`config.mk`:
```
export PLATFORM = sky130hd
export DESIGN_NAME = stio_top
export DESIGN_NICKNAME = d
export VERILOG_FILES = /design/src/stio_pkg.sv /design/src/stio_pwm.sv /design/src/stio_top.sv
export VERILOG_INCLUDE_DIRS = /design/src /design/src/src
export SDC_FILE = /design/constraint.sdc
export NUM_CORES = 1
export LEC_CHECK = 0
export ABC_AREA = 1
export BUFFER_PORTS_ARGS = -buffer_cell sky130_fd_sc_hd__buf_2
export CORE_AREA = 2 2 96 98
export CTS_CLUSTER_SIZE = 10
export DETAILED_ROUTE_END_ITERATION = 12
export DIE_AREA = 0 0 98 100
export PLACE_DENSITY = 0.78
export SLEW_MARGIN = 0
export SYNTH_ARGS = -nofsm -noshare
export SYNTH_HDL_FRONTEND = slang
export SYNTH_SLANG_ARGS = --single-unit
export TNS_END_PERCENT = 1
```
`constraint.sdc`:
```
create_clock -name core_clk -period 6.46 [get_ports core_clk]
set_clock_uncertainty 0.15 [all_clocks]
set_input_delay 1.292 -clock core_clk [delete_from_list [all_inputs] [get_ports core_clk]]
set_output_delay 1.292 -clock core_clk [all_outputs]
set_load 0.1 [all_outputs]
```
`src/stio_map.svh`:
```
// Constants for the status and trigger pin block.
`ifndef STIO_MAP_SVH
`define STIO_MAP_SVH
`define STIO_CLK_MHZ 100
`define STIO_TRIG_LOW_US 30
`define STIO_TRIG_LOW_CYC (`STIO_TRIG_LOW_US * `STIO_CLK_MHZ)
`define STIO_FN_STATUS 2'h0
`define STIO_FN_INPUT 2'h1
`define STIO_FN_OUTPUT 2'h2
`define STIO_FN_TRIG 2'h3
`define STIO_OUT_ONE 2'h0
`define STIO_OUT_ZERO 2'h1
`define STIO_OUT_PWM 2'h2
`define STIO_TGT_METER 2'h0
`define STIO_TGT_DLOG 2'h1
`define STIO_TGT_LIST 2'h2
`endif

```
`src/stio_pkg.sv`:
```
// Types for the status and trigger pin block.
package stio_pkg;
  typedef enum logic [2:0]
  {
    ST_IDLE = 3'b001,
    ST_LOW = 3'b010,
    ST_WAIT = 3'b100
  } stio_tst_t;
endpackage

```
`src/stio_pwm.sv`:
```
// PWM generator shared by both configurable pins.
`timescale 1ns/1ns
module stio_pwm #(
  parameter int W = 16
) (
  input wire logic core_clk,
  input wire logic reset,
  input wire logic ce,
  input wire logic [W-1:0] period,
  input wire logic [W-1:0] duty,
  output logic pwm
);
  logic [W-1:0] cnt_r;
  logic [W-1:0] cnt_nxt;
  logic pwm_r;
  logic pwm_nxt;

  // ----------------------------------------------------------------
  // Counter
  // ----------------------------------------------------------------
  // A period of zero holds the counter at zero, so the output is high whenever duty is nonzero.
  always_comb
  begin
    cnt_nxt = cnt_r + {{(W-1){1'b0}}, 1'b1};
    if (cnt_r >= period - {{(W-1){1'b0}}, 1'b1} || period == '0)
      cnt_nxt = '0;
    pwm_nxt = cnt_nxt < duty;
  end

  always_ff @(posedge core_clk or posedge reset)
  begin
    if (reset)
    begin
      cnt_r <= '0;
      pwm_r <= 1'b0;
    end
    else if (ce)
    begin
      cnt_r <= cnt_nxt;
      pwm_r <= pwm_nxt;
    end
  end

  assign pwm = pwm_r;
endmodule

```
`src/stio_top.sv`:
```
// Status pin and bidirectional trigger pin logic.
// Function
// - Per-pin polarity setting inverts every level driven or received.
// - Status mode, normal polarity: high when output off, low when on.
// - Inverted polarity in status mode gives the exact complement.
// - Output value 1 drives low normally, high when inverted.
// - Output value 0 drives high normally, low when inverted.
// - Output mode drives constant 1, constant 0 or configurable PWM.
// - Input mode releases the pin and reports the sampled level.
// - Trigger pin is bidirectional, selectable trigger out or trigger in.
// - Incoming trigger pulse starts meter, data logging or sequence run.
// - After reset status pin is status mode, trigger pin trigger mode.
// - Trigger out mode emits a pulse when a triggered operation starts.
// - Trigger pulses hold low at least 30us, both ways.
`timescale 1ns/1ns
`include "stio_map.svh"
module stio_top #(
  parameter int PW = 16,
  parameter int LOW_CYC = `STIO_TRIG_LOW_CYC
) (
  input wire logic core_clk,
  input wire logic reset,
  input wire logic ce,
  input wire logic load_on,
  input wire logic [1:0] st_fn,
  input wire logic st_inv,
  input wire logic [1:0] st_out_sel,
  input wire logic st_pin_in,
  output logic st_pin_out,
  output logic st_pin_oe_n,
  output logic st_level,
  input wire logic [1:0] tr_fn,
  input wire logic tr_inv,
  input wire logic tr_dir_out,
  input wire logic [1:0] tr_target,
  input wire logic [1:0] tr_out_sel,
  input wire logic meter_armed,
  input wire logic trig_event,
  input wire logic tr_pin_in,
  output logic tr_pin_out,
  output logic tr_pin_oe_n,
  output logic tr_level,
  output logic start_meter,
  output logic start_dlog,
  output logic start_list,
  input wire logic [PW-1:0] pwm_period,
  input wire logic [PW-1:0] pwm_duty
);
  localparam int CW = $clog2(LOW_CYC + 1);
  localparam logic [CW-1:0] LOW_MAX = CW'(LOW_CYC - 1);

  logic pwm;
  logic [1:0] sy_st_r;
  logic [1:0] sy_tr_r;
  logic tr_prev_r;
  logic tr_prev_nxt;
  logic [CW-1:0] in_cnt_r;
  logic [CW-1:0] in_cnt_nxt;
  logic in_fired_r;
  logic in_fired_nxt;
  stio_pkg::stio_tst_t ost_r;
  stio_pkg::stio_tst_t ost_nxt;
  logic [CW-1:0] ocnt_r;
  logic [CW-1:0] ocnt_nxt;
  logic st_out_r, st_out_nxt, st_oe_r, st_oe_nxt, st_lv_r, st_lv_nxt;
  logic tr_out_r, tr_out_nxt, tr_oe_r, tr_oe_nxt, tr_lv_r, tr_lv_nxt;
  logic [2:0] start_r;
  logic [2:0] start_nxt;
  logic tr_in_lvl;
  logic tr_in_mode;
  logic tr_out_mode;

  stio_pwm #(.W(PW)) i_stio_pwm (
    .core_clk(core_clk),
    .reset(reset),
    .ce(ce),
    .period(pwm_period),
    .duty(pwm_duty),
    .pwm(pwm)
  );

  // ----------------------------------------------------------------
  // Pin level helper
  // ----------------------------------------------------------------
  // Logic 1 is the electrical low level, so the value is inverted once.
  function automatic logic gen_level(input logic [1:0] sel,
                                     input logic p);
    logic v;
    v = 1'b0;
    case (sel)
      `STIO_OUT_ONE: v = 1'b1;
      `STIO_OUT_ZERO: v = 1'b0;
      `STIO_OUT_PWM: v = p;
      default: v = 1'b0;
    endcase
    gen_level = ~v;
  endfunction

  // ----------------------------------------------------------------
  // Input synchronisers
  // ----------------------------------------------------------------
  always_ff @(posedge core_clk or posedge reset)
  begin
    if (reset)
    begin
      sy_st_r <= 2'b11;
      sy_tr_r <= 2'b11;
    end
    else if (ce)
    begin
      sy_st_r <= {sy_st_r[0], st_pin_in};
      sy_tr_r <= {sy_tr_r[0], tr_pin_in};
    end
  end

  // ----------------------------------------------------------------
  // Trigger input qualification
  // ----------------------------------------------------------------
  // Active level is low after polarity; a pulse counts once it has held
  // the low level long enough, so glitches never start anything.
  // Counting opens only on a falling edge, so a line that is already low
  // when trigger input is selected is not taken for a pulse.
  assign tr_in_mode = (tr_fn == `STIO_FN_TRIG) && !tr_dir_out;
  assign tr_out_mode = (tr_fn == `STIO_FN_TRIG) && tr_dir_out;
  assign tr_in_lvl = sy_tr_r[1] ^ tr_inv;

  always_comb
  begin
    tr_prev_nxt = tr_in_lvl;
    in_cnt_nxt = in_cnt_r;
    in_fired_nxt = in_fired_r;
    start_nxt = 3'b000;
    if (!tr_in_mode || tr_in_lvl)
    begin
      in_cnt_nxt = '0;
      in_fired_nxt = 1'b0;
    end
    else if (!in_fired_r && (tr_prev_r || in_cnt_r != '0))
    begin
      if (in_cnt_r >= LOW_MAX)
      begin
        in_fired_nxt = 1'b1;
        case (tr_target)
          `STIO_TGT_METER: start_nxt[0] = meter_armed;
          `STIO_TGT_DLOG: start_nxt[1] = 1'b1;
          `STIO_TGT_LIST: start_nxt[2] = 1'b1;
          default: start_nxt = 3'b000;
        endcase
      end
      else
        in_cnt_nxt = in_cnt_r + {{(CW-1){1'b0}}, 1'b1};
    end
  end

  // ----------------------------------------------------------------
  // Trigger output pulse
  // ----------------------------------------------------------------
  always_comb
  begin
    ost_nxt = ost_r;
    ocnt_nxt = ocnt_r;
    case (ost_r)
      stio_pkg::ST_IDLE:
      begin
        if (tr_out_mode && trig_event)
        begin
          ost_nxt = stio_pkg::ST_LOW;
          ocnt_nxt = '0;
        end
      end
      stio_pkg::ST_LOW:
      begin
        if (ocnt_r >= LOW_MAX)
          ost_nxt = stio_pkg::ST_WAIT;
        else
          ocnt_nxt = ocnt_r + {{(CW-1){1'b0}}, 1'b1};
      end
      stio_pkg::ST_WAIT:
        ost_nxt = stio_pkg::ST_IDLE;
      default:
        ost_nxt = stio_pkg::ST_IDLE;
    endcase
  end

  // ----------------------------------------------------------------
  // Pin drivers
  // ----------------------------------------------------------------
  always_comb
  begin
    st_out_nxt = 1'b1;
    st_oe_nxt = 1'b0;
    case (st_fn)
      `STIO_FN_STATUS: st_out_nxt = ~load_on;
      `STIO_FN_INPUT: st_oe_nxt = 1'b1;
      `STIO_FN_OUTPUT: st_out_nxt = gen_level(st_out_sel, pwm);
      default: st_out_nxt = ~load_on;
    endcase
    st_out_nxt = st_out_nxt ^ st_inv;
    st_lv_nxt = sy_st_r[1] ^ st_inv;
    tr_out_nxt = 1'b1;
    tr_oe_nxt = 1'b0;
    case (tr_fn)
      `STIO_FN_TRIG:
      begin
        tr_oe_nxt = !tr_dir_out;
        tr_out_nxt = (ost_r != stio_pkg::ST_LOW);
      end
      `STIO_FN_INPUT: tr_oe_nxt = 1'b1;
      `STIO_FN_OUTPUT: tr_out_nxt = gen_level(tr_out_sel, pwm);
      default: tr_oe_nxt = 1'b1;
    endcase
    tr_out_nxt = tr_out_nxt ^ tr_inv;
    tr_lv_nxt = tr_in_lvl;
  end

  always_ff @(posedge core_clk or posedge reset)
  begin
    if (reset)
    begin
      tr_prev_r <= 1'b1;
      in_cnt_r <= '0;
      in_fired_r <= 1'b0;
      start_r <= 3'b000;
      ost_r <= stio_pkg::ST_IDLE;
      ocnt_r <= '0;
      st_out_r <= 1'b1;
      st_oe_r <= 1'b0;
      st_lv_r <= 1'b1;
      tr_out_r <= 1'b1;
      tr_oe_r <= 1'b1;
      tr_lv_r <= 1'b1;
    end
    else if (ce)
    begin
      tr_prev_r <= tr_prev_nxt;
      in_cnt_r <= in_cnt_nxt;
      in_fired_r <= in_fired_nxt;
      start_r <= start_nxt;
      ost_r <= ost_nxt;
      ocnt_r <= ocnt_nxt;
      st_out_r <= st_out_nxt;
      st_oe_r <= st_oe_nxt;
      st_lv_r <= st_lv_nxt;
      tr_out_r <= tr_out_nxt;
      tr_oe_r <= tr_oe_nxt;
      tr_lv_r <= tr_lv_nxt;
    end
  end

  assign st_pin_out = st_out_r;
  assign st_pin_oe_n = st_oe_r;
  assign st_level = st_lv_r;
  assign tr_pin_out = tr_out_r;
  assign tr_pin_oe_n = tr_oe_r;
  assign tr_level = tr_lv_r;
  assign start_meter = start_r[0];
  assign start_dlog = start_r[1];
  assign start_list = start_r[2];
endmodule

```
==> out/results.txt <==
outcome: finished, final reports clean
most common cell after layout, fill and taps aside: nand2_1
crit path DAT: 5400 ps
Initial Util: 48.6%
Placer Congestion: 0.894
commonest non-fill, non-tap cells in the layout: nand2_1, inv_1, buf_2
Syn Inst Count: 590
endpoints failing hold: 0
Cell variety after synth: 45
TritonRoute pass-1 iters: 5
sequential share of the synthesized area: 33.9%
starting DRC count in detailed routing: 175
Sink Count: 58
switching power: 0.000452 W
Worst Reg2Reg Path Length in Cells: 19
synth top area cells: dfrtp_1, nand2_1, ha_1
syn_area_per_cell: 7.32 µm²
GRT overflow: 0
Clk Latency, worst-skew pair: 340 ps
Hold Crit Depth: 2
Cell Area, Synth: 0.00432 mm²
Die Span X: 98 µm
Die H: 100 µm
Total Nets Final: 746
fin. max-slew vios: 0
Max Cap Viol: 0
RSZ-0062 raised after global routing: false
full die area: 0.00980 mm²
total track usage: 20.6%
DR vias: 4033
CTS tree: yes
Final Cycle Share: 81.6%
post-cts gate resize count: 0
clock share of power: 27.9%
VDD IR max: 164 µV
drt drc: 0
max_slew headroom: 50.7%
fin cells: 771
CP Class: in2reg
TritonCTS Buffers: 9
IO Pins: 62
crit path launch type: input pin
total negative slack: 0 ps
Synth Register Bits: 58
crit path max fanout: 12
vias in the first global route: 3894
Syn. warnings: 0
layout cells sized above 1: 18.3%
crit end category: flop
Yosys top cell by area: dfrtp_1
switching portion of total power: 38.8%
CP Data Required Time: 6590 ps
asr flop ratio synth: 100%
Cells after DPL: 755
syn_nets: 681
postcts setup bufs: 0
Least-Margin Pin Slew: 740 ps
pwr/cell area: 237 mW/mm²
initial antenna violation count: 0
row cnt: 35
highest clock rate: 190 MHz
Root Buffer: clkbuf_8
Setup Viol. Count Final: 0
WL final: 9710 µm
Main synth FF type: dfrtp_1
ANT cells: 0
Hold Path Class: reg2reg
Internal: 0.000713 W
post-DP HPWL: 7480 µm
first-pass GRT wire length: 16600 µm
Lkg Pwr: 2.50 nW
hold buffer count at cts: 0
post-layout minimum cycle time: 5270 ps
combinational power share: 32.7%
Port Buffers: 61
area of the core: 0.00889 mm²
number of flops mapped to enable cells by yosys: 0
DR WL/cell: 12.6 µm
Seq pwr share: 39.4%
largest net degree at the start of global routing: 59
vias per cell: 5.23
Syn-to-layout area delta: 13.9%
number of H-tree levels: 3
Worst-path clk slew: 70 ps
Longest Clk Path Bufs: 2
antenna-violating nets left: 0
top cell type's share of synthesized area: 27.8%
synthesized netlist by cell type, drive strengths merged, types with 2 or more instances:
library cell,n
o22ai,2
nor3,22
nor3b,3
xor2,18
nand2,149
o21a,2
o21ai,42
nand4,10
dfstp,10
a31oi,2
and3,2
a21oi,28
clkbuf,3
a211oi,3
ha,38
o31ai,4
buf,5
nand3,21
xnor2,6
nor4,5
nor2,63
inv,95
dfrtp,48
power by group through the flow:
stage               sequential (W)  clock (W)  combinational (W)
floorplan                 0.000492          0           0.000251
global placement          0.000462          0           0.000361
detailed placement        0.000464          0           0.000379
CTS                       0.000457   0.000333           0.000381
global route              0.000465   0.000346           0.000440
finish                    0.000459   0.000325           0.000381
critical path, cell delays in order:
cell and delay (ps):
buf_2 120, nor2_1 100, nand2_1 90, nor3_2 170, nand2_1 110, or3_4 360
nor3_4 180, nand3_2 100, xnor2_1 140, inv_1 60, ha_1 280, a21o_1 190
nor2_1 100, nand2_1 50, nor2_1 130, nand2_1 310, inv_1 240, o21ai_0 110
a21oi_1 200, ha_1 280, a21oi_1 170, nor2_1 60, a211oi_1 190, o221ai_1 140
nor2_1 110, nand2_1 60, nand2_1 50
area by class of cell:
| type | count | area (µm²) |
|---|---|---|
| multi-input combinational | 429 | 2460 |
| timing repair buffer | 62 | 313 |
| sequential | 58 | 1460 |
| clock buffer | 11 | 131 |
| clock inverter | 5 | 55.1 |
| fill | 816 | 3970 |
| tap | 111 | 139 |
| inverter | 95 | 357 |
routing by layer:
layer | part of all wire [%] | vias to the layer above | track usage, %
met3 | 4.0 | 20 | 3.34
met4 | 2.6 | 0 | 10.5
met1 | 42 | 1875 | 23.8
met5 | 0 | - | 0
li1 | - | 2044 | -
met2 | 51 | 94 | 36.9
path summary, 6_finish.rpt:
check | slack (ps) | end | startpoint
setup / recovery | 1190 | i_stio_pwm.pwm | pwm_period[2]
hold / removal | 310 | sy_st_r[0] | sy_st_r[0]
setup reg to reg | 3040 | i_stio_pwm.pwm | i_stio_pwm.cnt_r[7]
hold reg to reg | 310 | sy_st_r[0] | sy_st_r[0]
max in group asynchronous | 4660 | i_stio_pwm.cnt_r[5] | reset
min in group asynchronous | 990 | i_stio_pwm.cnt_r[14] | reset
metrics by stage:
stage	setup slack (ps)	cell area (µm²)	util, %	hold WS (ps)	total power, W
2_1_floorplan	1760	4320	-	289	0.000743
3_3_place_gp	1080	4730	53.2	294	0.000823
3_5_place_dp	851	4730	53.2	305	0.000843
4_1_cts	1210	4920	55.3	315	0.00117
5_1_grt	770	4920	55.3	327	0.00125
6_report	1190	4920	55.3	313	0.00117
registers in the layout, indices dropped and copies added, names as in the netlist, 2 cells and up:
register,cells
i_stio_pwm.cnt_r,16
in_cnt_r,12
ocnt_r,12
ost_r,3
start_r,3
sy_st_r,2
sy_tr_r,2
cell families after synthesis:
group                    share of synthesized area (%)
AO/OA/AOI/OAI                                     11.4
adder cells (fa/ha/maj)                           11.0
AND/OR/NAND/NOR                                   29.6
flip-flops                                        33.9
XOR/XNOR                                          4.87
buffers and inverters                             9.19
Note: power is estimated with default switching activity, not from simulation.
